[config.mk]
export PLATFORM = sky130hd
export DESIGN_NAME = cpb_top
export DESIGN_NICKNAME = d
export VERILOG_FILES = /design/src/logic/cpb_top_dummy_placeholder_removed.sv /design/src/logic/cpb_pkg.sv /design/src/logic/cpb_sync.sv /design/src/logic/cpb_decode.sv /design/src/logic/cpb_top.sv
export SDC_FILE = /design/constraint.sdc
export NUM_CORES = 1
export LEC_CHECK = 0
export BUFFER_PORTS_ARGS = -buffer_cell sky130_fd_sc_hd__clkbuf_2
export CORE_MARGIN = 5
export CORE_UTILIZATION = 60
export DETAILED_ROUTE_END_ITERATION = 8
export HOLD_SLACK_MARGIN = 0.05
export PLACE_DENSITY = 0.84
export SYNTH_ARGS = -nofsm -noshare
export SYNTH_HDL_FRONTEND = slang
export SYNTH_SLANG_ARGS = --single-unit
[constraint.sdc]
create_clock -name ref_clk -period 7.4 [get_ports ref_clk]
set_input_delay 0.74 -clock ref_clk [delete_from_list [all_inputs] [get_ports ref_clk]]
set_output_delay 0.74 -clock ref_clk [all_outputs]
set_load 0.03 [all_outputs]
[src/logic/cpb_top_dummy_placeholder_removed.sv]
//----------------------------------------------------------------------
// Purpose : Intentionally empty
// Assumes : Nothing
// Notes   : Holds no logic
//----------------------------------------------------------------------

[src/logic/cpb_pkg.sv]
//----------------------------------------------------------------------
// Functional notes
// - Registers reachable only in config state, matching index
// - Identity register read only, fixed code
// - Revision register read only, current revision
// - Three test registers read/write, clear on power-on
// - Low base register holds address bits 7:0
// - High base register holds bits 10:8, rest reserved
// - Decode needs address bits 15:11 all zero
// - Base even; low base bit 0 reads zero
// - Base loads from strap on both resets
// - High base write switches decoder to new base
// - UART2 mode set by field or infrared engine
// - Reserved mode codes select infrared alternate mode
//----------------------------------------------------------------------
// Purpose : Constants and carrier types of the config port register group
// Assumes : Byte wide I/O cycles, 16 bit I/O address
// Notes   : Index values are the selection codes loaded into the index port
//----------------------------------------------------------------------
package cpb_pkg;

   //---------------------------------------------------------------
   // Selection index values
   //---------------------------------------------------------------
   localparam logic [7:0] CPB_IDX_UART_MODE  = 8'h0C;
   localparam logic [7:0] CPB_IDX_DEV_ID     = 8'h0D;
   localparam logic [7:0] CPB_IDX_REVISION   = 8'h0E;
   localparam logic [7:0] CPB_IDX_TEST_ONE   = 8'h0F;
   localparam logic [7:0] CPB_IDX_TEST_TWO   = 8'h10;
   localparam logic [7:0] CPB_IDX_TEST_THREE = 8'h11;
   localparam logic [7:0] CPB_IDX_BASE_LOW   = 8'h12;
   localparam logic [7:0] CPB_IDX_BASE_HIGH  = 8'h13;

   //---------------------------------------------------------------
   // Reset values
   //---------------------------------------------------------------
   localparam logic [7:0] CPB_INDEX_RST      = 8'h00;
   localparam logic [7:0] CPB_TEST_RST       = 8'h00;
   localparam logic [7:0] CPB_BASE_LOW_STRAP0 = 8'h2E;
   localparam logic [7:0] CPB_BASE_LOW_STRAP1 = 8'h4E;
   localparam logic [7:0] CPB_BASE_HIGH_RST  = 8'h00;
   localparam logic [7:0] CPB_UART_MODE_RST  = 8'h02;
   localparam logic [7:0] CPB_RDATA_RST      = 8'h00;

   //---------------------------------------------------------------
   // Field layouts
   //---------------------------------------------------------------
   localparam logic [7:0] CPB_BASE_LOW_MASK  = 8'hFE;
   localparam logic [7:0] CPB_BASE_HIGH_MASK = 8'h07;
   localparam int         CPB_MODE_LSB       = 3;
   localparam int         CPB_MODE_MSB       = 5;
   localparam logic [2:0] CPB_MODE_ALT_CODE  = 3'h3;

   //---------------------------------------------------------------
   // Timing: cycles from reset release to strap capture
   //---------------------------------------------------------------
   localparam logic [1:0] CPB_STRAP_WAIT     = 2'h3;

   //---------------------------------------------------------------
   // Carrier types
   //---------------------------------------------------------------
   typedef struct packed {
      logic [15:0] addr;
      logic [7:0]  wdata;
      logic        wr;
      logic        rd;
   } cpb_io_req_t;

   typedef struct packed {
      logic [7:0]      index;
      logic [2:0][7:0] test;
      logic [7:0]      base_low;
      logic [7:0]      base_high;
      logic [10:0]     dec_base;
      logic [7:0]      uart_mode;
      logic [7:0]      rdata;
      logic            rvalid;
      logic [1:0]      strap_wait;
   } cpb_state_t;

endpackage : cpb_pkg

[src/logic/cpb_sync.sv]
//----------------------------------------------------------------------
// Purpose : Two flip-flop synchroniser for a level from a pin
// Assumes : Input is a slow level, no glitch filtering needed
// Notes   : First stage feeds only the second stage
//----------------------------------------------------------------------
`timescale 1ns/10ps
module cpb_sync (
   input  wire logic ref_clk,
   input  wire logic nrst,
   input  wire logic pin_in,
   output logic      level_out
);

   typedef struct packed {
      logic meta;
      logic level;
   } cpb_sync_state_t;

   cpb_sync_state_t sync_q;
   cpb_sync_state_t sync_d;

   // Next stage values; only the second stage reads the first
   always_comb begin
      sync_d.meta  = pin_in;
      sync_d.level = sync_q.meta;
   end

   // Two stage capture
   always_ff @(posedge ref_clk or negedge nrst) begin
      if (!nrst) begin
         sync_q.meta  <= 1'b0;
         sync_q.level <= 1'b0;
      end else begin
         sync_q <= sync_d;
      end
   end

   assign level_out = sync_q.level;

endmodule : cpb_sync

[src/logic/cpb_decode.sv]
//----------------------------------------------------------------------
// Purpose : Address decoder for the index and data configuration ports
// Assumes : Base held even, bits 15:11 of a valid port address zero
// Notes   : Purely combinational
//----------------------------------------------------------------------
`timescale 1ns/10ps
module cpb_decode (
   input  wire logic [15:0] io_addr,
   input  wire logic [10:0] port_base,
   output logic             hit_index,
   output logic             hit_data
);

   logic pair_hit;

   // Upper bits zero and pair match, bit 0 picks the port
   assign pair_hit  = (io_addr[15:11] == 5'h00) &&
                      (io_addr[10:1] == port_base[10:1]);
   assign hit_index = pair_hit && !io_addr[0];
   assign hit_data  = pair_hit && io_addr[0];

endmodule : cpb_decode

[src/logic/cpb_top.sv]
//----------------------------------------------------------------------
// Purpose : Config port base and identity register group
// Assumes : I/O strobes are one cycle pulses on ref_clk
// Notes   : Base address is captured from the strap after reset release
//----------------------------------------------------------------------
`timescale 1ns/10ps
module cpb_top #(
   parameter logic [7:0] DEVICE_CODE   = 8'hA5, // Arbitrary value
   parameter logic [7:0] REVISION_CODE = 8'h03  // Arbitrary value
) (
   input  wire logic                 ref_clk,
   input  wire logic                 nrst,
   input  wire logic                 hard_rst,
   input  wire logic                 cfg_state,
   input  wire logic                 base_address_strap,
   input  wire cpb_pkg::cpb_io_req_t io_req,
   input  wire logic                 fir_mode_wr,
   input  wire logic [2:0]           fir_mode,
   output logic [7:0]                io_rdata,
   output logic                      io_rvalid,
   output logic [10:0]               cfg_port_base,
   output logic [2:0]                uart2_mode,
   output logic                      ir_alt_mode
);

   //---------------------------------------------------------------
   // Signals
   //---------------------------------------------------------------
   cpb_pkg::cpb_state_t st_q;
   cpb_pkg::cpb_state_t st_d;
   logic                strap_level;
   logic                hit_index;
   logic                hit_data;
   logic [7:0]          strap_low;

   //---------------------------------------------------------------
   // Read mux
   //---------------------------------------------------------------
   function automatic logic [7:0] reg_read(
      input logic [7:0]          idx,
      input cpb_pkg::cpb_state_t s
   );
      logic [7:0] val;
      val = 8'h00;
      case (idx)
         cpb_pkg::CPB_IDX_UART_MODE:  val = s.uart_mode;
         cpb_pkg::CPB_IDX_DEV_ID:     val = DEVICE_CODE;
         cpb_pkg::CPB_IDX_REVISION:   val = REVISION_CODE;
         cpb_pkg::CPB_IDX_TEST_ONE:   val = s.test[0];
         cpb_pkg::CPB_IDX_TEST_TWO:   val = s.test[1];
         cpb_pkg::CPB_IDX_TEST_THREE: val = s.test[2];
         cpb_pkg::CPB_IDX_BASE_LOW:   val = s.base_low & cpb_pkg::CPB_BASE_LOW_MASK;
         cpb_pkg::CPB_IDX_BASE_HIGH:  val = s.base_high & cpb_pkg::CPB_BASE_HIGH_MASK;
         default:                     val = 8'h00;
      endcase
      return val;
   endfunction : reg_read

   //---------------------------------------------------------------
   // Strap synchroniser and port decoder
   //---------------------------------------------------------------
   cpb_sync u_sync (
      .ref_clk   (ref_clk),
      .nrst      (nrst),
      .pin_in    (base_address_strap),
      .level_out (strap_level)
   );

   cpb_decode u_decode (
      .io_addr   (io_req.addr),
      .port_base (st_q.dec_base),
      .hit_index (hit_index),
      .hit_data  (hit_data)
   );

   // Strap selects the power-up low byte
   assign strap_low = strap_level ? cpb_pkg::CPB_BASE_LOW_STRAP1
                                  : cpb_pkg::CPB_BASE_LOW_STRAP0;

   //---------------------------------------------------------------
   // Next state
   //---------------------------------------------------------------
   always_comb begin
      st_d        = st_q;
      st_d.rvalid = 1'b0;

      // Strap capture after reset release
      if (st_q.strap_wait != 2'h0) begin
         st_d.strap_wait = st_q.strap_wait - 2'h1;
         if (st_q.strap_wait == 2'h1) begin
            st_d.base_low  = strap_low;
            st_d.base_high = cpb_pkg::CPB_BASE_HIGH_RST;
            st_d.dec_base  = {3'h0, strap_low};
         end
      end

      // Infrared engine block control sets the mode field
      if (fir_mode_wr) begin
         st_d.uart_mode[cpb_pkg::CPB_MODE_MSB:cpb_pkg::CPB_MODE_LSB] = fir_mode;
      end

      if (hard_rst) begin
         // Hard reset reloads base from strap, keeps test registers
         st_d.base_low  = strap_low;
         st_d.base_high = cpb_pkg::CPB_BASE_HIGH_RST;
         st_d.dec_base  = {3'h0, strap_low};
         st_d.uart_mode = cpb_pkg::CPB_UART_MODE_RST;
         st_d.index     = cpb_pkg::CPB_INDEX_RST;
      end else if (cfg_state && io_req.wr && hit_index) begin
         st_d.index = io_req.wdata;
      end else if (cfg_state && io_req.wr && hit_data) begin
         // Data port write lands only on the selected register
         case (st_q.index)
            cpb_pkg::CPB_IDX_UART_MODE: begin
               st_d.uart_mode = io_req.wdata;
            end
            cpb_pkg::CPB_IDX_TEST_ONE: begin
               st_d.test[0] = io_req.wdata;
            end
            cpb_pkg::CPB_IDX_TEST_TWO: begin
               st_d.test[1] = io_req.wdata;
            end
            cpb_pkg::CPB_IDX_TEST_THREE: begin
               st_d.test[2] = io_req.wdata;
            end
            cpb_pkg::CPB_IDX_BASE_LOW: begin
               // Held only; decoder waits for the high write
               st_d.base_low = io_req.wdata & cpb_pkg::CPB_BASE_LOW_MASK;
            end
            cpb_pkg::CPB_IDX_BASE_HIGH: begin
               st_d.base_high = io_req.wdata & cpb_pkg::CPB_BASE_HIGH_MASK;
               st_d.dec_base  = {io_req.wdata[2:0], st_q.base_low};
            end
            default: begin
               st_d.index = st_q.index;                        // Identity, revision: no effect
            end
         endcase
      end

      // Reads answer one cycle later, only in config state
      if (!hard_rst && cfg_state && io_req.rd && (hit_index || hit_data)) begin
         st_d.rvalid = 1'b1;
         st_d.rdata  = hit_index ? st_q.index : reg_read(st_q.index, st_q);
      end
   end

   //---------------------------------------------------------------
   // State register
   //---------------------------------------------------------------
   always_ff @(posedge ref_clk or negedge nrst) begin
      if (!nrst) begin
         st_q.index      <= cpb_pkg::CPB_INDEX_RST;
         st_q.test[0]    <= cpb_pkg::CPB_TEST_RST;
         st_q.test[1]    <= cpb_pkg::CPB_TEST_RST;
         st_q.test[2]    <= cpb_pkg::CPB_TEST_RST;
         st_q.base_low   <= cpb_pkg::CPB_BASE_LOW_STRAP0;
         st_q.base_high  <= cpb_pkg::CPB_BASE_HIGH_RST;
         st_q.dec_base   <= {3'h0, cpb_pkg::CPB_BASE_LOW_STRAP0};
         st_q.uart_mode  <= cpb_pkg::CPB_UART_MODE_RST;
         st_q.rdata      <= cpb_pkg::CPB_RDATA_RST;
         st_q.rvalid     <= 1'b0;
         st_q.strap_wait <= cpb_pkg::CPB_STRAP_WAIT;
      end else begin
         st_q <= st_d;
      end
   end

   //---------------------------------------------------------------
   // Outputs
   //---------------------------------------------------------------
   assign io_rdata      = st_q.rdata;
   assign io_rvalid     = st_q.rvalid;
   assign cfg_port_base = st_q.dec_base;
   assign uart2_mode    = st_q.uart_mode[cpb_pkg::CPB_MODE_MSB:cpb_pkg::CPB_MODE_LSB];
   // Reserved mode codes drive the infrared alternate mode
   assign ir_alt_mode   = uart2_mode[2] || (uart2_mode == cpb_pkg::CPB_MODE_ALT_CODE);

endmodule : cpb_top

=== After elaboration in Yosys (flattened, before gate mapping) ===
Index checks and enable logic that the tools add are counted.

* Output and inout port bits: 24
* Logic and storage cells: 66
* Input bits: 35
* Register bits after elaboration: 80

* Muxes and demuxes: 15
* Add/sub/neg operators: 1
* Equal/unequal tests: 12
* Reduce and logical (&&, ||, !) cells: 22
* Bitwise gates (word level): 2

{| class="wikitable"
|+ Operators by type and width
! cell !! count
|-
| $mux 35 || 3
|-
| $pmux 8 s8 || 1
|-
| $mux 27 || 2
|-
| $mux 8 || 5
|-
| $eq 8x4->1 const B || 4
|-
| $eq 8x5->1 const B || 4
|-
| $mux 19 || 1
|-
| $reduce_and 4->1 || 3
|-
| $eq 10x10->1 || 1
|-
| $logic_and 1x1->1 || 9
|-
| $reduce_bool 2->1 || 4
|-
| $mux 7 || 1
|-
| $logic_not 5->1 || 1
|-
| $eq 3x2->1 const B || 1
|-
| $mux 3 || 1
|-
| $reduce_and 3->1 || 1
|-
| $eq 2x1->1 const B || 1
|-
| $logic_not 1->1 || 2
|-
| $logic_or 1x1->1 || 2
|-
| $ne 2x2->1 const B || 1
|-
| $not 1->1 || 2
|-
| $sub 2x1->2 const B || 1
|-
| $mux 1 || 1
|}

=== Logic depth before layout (Yosys ltp) ===
* Depth after elaboration: 7
* Gate-level depth with buffers: 8
* Mapped depth without buffers: 7

=== By module ===
Synthesis repeated with hierarchy kept, for this count alone.

* Cells, all modules: 386
* Area total of the unflattened synthesis: 3981.3 um2

{| class="wikitable"
|+ Modules (own cells, without submodules)
! module !! cells each !! area an instance (um2) !! sequential area each (um2) !! times used
|-
| cpb_top || 364 || 3768.6 || 1840.5 || 1
|-
| cpb_decode || 20 || 162.7 || 0.0 || 1
|-
| cpb_sync || 2 || 50.0 || 50.0 || 1
|}

=== Worst setup path before layout ===
OpenSTA, ideal clock, no wires.

* Kind: input -> register
* From: input io_req[21] (netlist name)
* To: register st_q[46] (netlist name)
* Buffers on the path: 1
* Required time: 7275 ps
* Stages on the path: 7
* Arrival time: 3061 ps
* Setup slack: 4214 ps
* Setup time: 125 ps
* Cells stage by stage: or4_1 or4_4 nor3_4 nand2b_1 buf_6 nor4_4 mux2_2

* Word-level cells in the longest chain between the ends: 6
* Elaborated cells on any way between the ends: 8
* Those cells by class: bitwise: 1; reduce/logical: 7

{| class="wikitable"
|+ RTL lines
! what !! RTL line !! text
|-
| from (decl) || cpb_top.sv:16 || <nowiki>input wire cpb_pkg::cpb_io_req_t io_req,</nowiki>
|-
| $logic_not 5->1 (*) || cpb_decode.sv:17 || <nowiki>assign pair_hit = (io_addr[15:11] == 5'h00) &&</nowiki>
|-
| $logic_and 1x1->1 (*) || cpb_decode.sv:17 ||
|-
| $logic_and 1x1->1 || cpb_decode.sv:19 || <nowiki>assign hit_index = pair_hit && !io_addr[0];</nowiki>
|-
| $logic_and 1x1->1 || cpb_top.sv:109 || <nowiki>end else if (cfg_state && io_req.wr && hit_index) begin</nowiki>
|-
| $not 1->1 (no source line) || n/a ||
|-
| $reduce_and 4->1 (no source line) (*) || n/a ||
|-
| to (signal assigned) || cpb_top.sv:164 || <nowiki>st_q <= st_d;</nowiki>
|-
| to (decl) || cpb_top.sv:29 || <nowiki>cpb_pkg::cpb_state_t st_q;</nowiki>
|}

Every way passes the cells marked *; elsewhere a longest branch is shown, timed or not.
A chain may end at the register's enable or synchronous reset.

=== Worst setup path in the final report ===
* From: input io_req[21] (netlist name)
* To: register st_q[76] (netlist name)

* Word-level cells in the longest chain between the ends: 5

{| class="wikitable"
|+ RTL lines
! what !! RTL line
|-
| $logic_not 5->1 || cpb_decode.sv:17
|-
| $logic_and 1x1->1 || cpb_decode.sv:17
|-
| $logic_and 1x1->1 || cpb_decode.sv:19
|-
| $logic_and 1x1->1 || cpb_top.sv:109
|-
| $reduce_bool 2->1 (no source line) || n/a
|}

No other way between the ends.

==> flow_summary.yaml <==
critical_path:
  cp.arrival_ps: 3860
  critPathSlowestCell: "nor3_1"
  reg2regPathDepth: 5
  path_max_fanout: 16
  critPathMaxStageDelay_ps: 830
  path_cells: "clkbuf_2 -> or4_1 -> or4_4 -> nor3_4 -> nand2b_1 -> nor3_1 -> a22o_1"
  cp-startpoint: "io_req[21]"
  crit_end: "st_q[76]"
  start_kind: "input pin"
  rr_startpoint: "st_q[71]"
  end_kind: "flip-flop"
  criticalPathCategory: "in2reg"
  reg2reg_slack_ps: 4000
  required_ps: 7690
  reg2reg_to: "cfg_port_base[6]"
detailed_routing:
  m1WireLength_mm: 4.05
  post_drt_wl_per_cell_um: 20.5
  routed.top_layer: "met4"
  vias: 2994
  drc: 0
  drtIter0Drc: 296
  vias_per_cell: 6.45
  ant_nets: 0
  first_pass_iters: 6
  wirelength_mm: 9.49
  met3WireLength_um: 720
  wl_met2_mm: 4.47
timing:
  finalCriticalPeriod_ps: 3570
  timing.fmax_mhz: 280
  drv_slew: 0
  finClkSkew_ps: 11.6
  grt_setup_unrepaired: "false"
  maxSlewHeadroom: 0.336
  hold_violations: 0
  hold_ws_ps: 360
  setup_tns_ps: 0
  worstMarginPinSlew_ps: 996
  fin_crit_sh: 0.482
  setup_viol: 0
floorplanning:
  num_rows: 29
  coreArea_um2: 6280
  start_util: 0.609
  die_area_um2: 8060
  die-width_um: 89.8
  die_h_um: 89.8
  ioPinCount: 59
pwr:
  total_power_w: 0.000788
  p_sw_frac: 0.255
  power.share.sequential: 0.530
  clkPwrFrac: 0.409
  combPwrFrac: 0.061
  p_leak_nw: 1.92
  p_per_area_nw_per_um2: 189
  p_sw_w: 0.000201
  peakVddDrop_mv: 0.147
  internal-power_w: 0.000587
run_status:
  status: "completed"
global_routing:
  globalRouteOverflowTotal: 0
  antenna_found_initial: 0
  grt_max_degree: 76
  grt_pass1_vias: 2978
  track_usage: 0.246
  grt_pass1_wl_mm: 15.8
clocking:
  cts-root-buf: "clkbuf_8"
  cts_resized: 0
  clock-sinks: 75
  cts_setup_buffers: 0
  clk_pin_slew_ps: 90
  insertion_delay_ps: 370
  h-tree-depth: 3
  cts_tree: "yes"
  max-clock-path-buffers: 2
  holdBufCountCts: 0
  cts_buffers: 9
logic_synthesis:
  synth_area_leaders: "dfrtp_1, dfstp_2, mux2_2"
  synth_cells: 350
  syn_area_um2: 3820
  netlist.area_leader.share: 0.419
  synth_edf_count: 0
  avgSynthCellArea_um2: 10.9
  synth.distinct_cells: 50
  async_flop_share: 1.00
  syn_nets: 387
  yosysWarnings: 0
  synth-main-ff-cell: "dfrtp_1"
  synth.largest_area_cell: "dfrtp_1"
  synth-seq-area-share: 0.495
  synth-seq-cells: 75
min_path:
  min_path_type: "reg2reg"
final_layout:
  syn2layout_area_growth_pct: 9.43
  layout.cells.most_common: "dfrtp_1"
  antenna_cells: 0
  final_cell_mix: "dfrtp_1, clkbuf_2, mux2_2, nor2_1, a22o_1"
  drive_above_1_share: 0.307
  final_nets: 419
placement:
  gp_congestion: 0.981
  io_buffers: 58
  dp_hpwl_mm: 6.64
job:
  maxCapViolations: 0
## flip-flops by register name, summed over array words and instances, names as in the netlist
register          flops
u_sync.level_out      1
cfg_port_base        11
io_rdata              8
uart2_mode            3
io_rvalid             1
st_q                 50
u_sync.sync_d         1
## metrics by stage
step / util / instances / instance area (um2) / worst slack, ps
3_3_place_gp: 0.634 / 448 / 3980 / 3600
3_5_place_dp: 0.634 / 448 / 3980 / 3520
2_1_floorplan: - / 350 / 3820 / 4210
5_1_grt: 0.666 / 464 / 4180 / 3660
6_report: 0.666 / 464 / 4180 / 3830
4_1_cts: 0.666 / 464 / 4180 / 3890
## layer usage
layer,up-vias,GRT usage
met5,-,0
met4,0,0.0844
met3,26,0.0467
met2,157,0.368
met1,1472,0.359
li1,1339,-
## synthesized netlist by cell type (all sizes together) (3+ instances only)
cell	number
mux2	25
xnor2	9
a22oi	10
a31oi	8
dfstp	11
a21oi	17
buf	24
a211oi	3
mux2i	7
nand4	6
a32oi	3
nor3	10
o21bai	3
clkbuf	14
dfrtp	64
nor2	21
nand2	18
nand2b	3
o21ai	7
a22o	21
inv	9
nand3	18
nor3b	3
## cell families (layout without fill, tap and decap cells)
family	Yosys count	after routing	share of synthesized area
AOI/OAI and AO/OA	85	85	0.161
xor gates and xnor gates	11	11	0.0252
adders and majority gates	2	2	0.00655
buffers and inverters	49	86	0.0720
DFF	75	75	0.495
muxes	33	33	0.0979
and+or+nand+nor	95	95	0.142
## area by class of cell
| cell class | count | area, um2 |
|---|---|---|
| clock inverter | 7 | 76.3 |
| inverter | 11 | 41.3 |
| multi-input combinational | 226 | 1660 |
| tap | 77 | 96.3 |
| sequential | 75 | 1890 |
| clock buffer | 9 | 124 |
| timing repair buffer | 59 | 298 |
| fill | 501 | 2100 |
## worst min-delay path by stage
stage / startpoint / slack, ps / depth (start not counted) / end
detailed placement: u_sync.sync_d[0] / 350 / 0 / u_sync.level_out
global route: u_sync.sync_d[0] / 370 / 0 / u_sync.level_out
floorplan: u_sync.sync_d[0] / 330 / 0 / u_sync.level_out
CTS: u_sync.sync_d[0] / 370 / 0 / u_sync.level_out
global placement: u_sync.sync_d[0] / 330 / 0 / u_sync.level_out
finish: u_sync.sync_d[0] / 360 / 0 / u_sync.level_out
## critical path: cells and delay by family
family,cells,cell delay [ps]
buffers and inverters,1,80
AND/OR/NAND/NOR,5,2780
AO/OA/AOI/OAI,1,250
## power by group through the flow
stage	combinational (W)	clock [W]	sequential, W
floorplan	0.0000221	0	0.000424
global placement	0.0000478	0	0.000425
detailed placement	0.0000483	0	0.000425
CTS	0.0000486	0.000322	0.000417
global route	0.0000536	0.000343	0.000418
finish	0.0000483	0.000322	0.000417
Power figures use the tool's default switching activity.
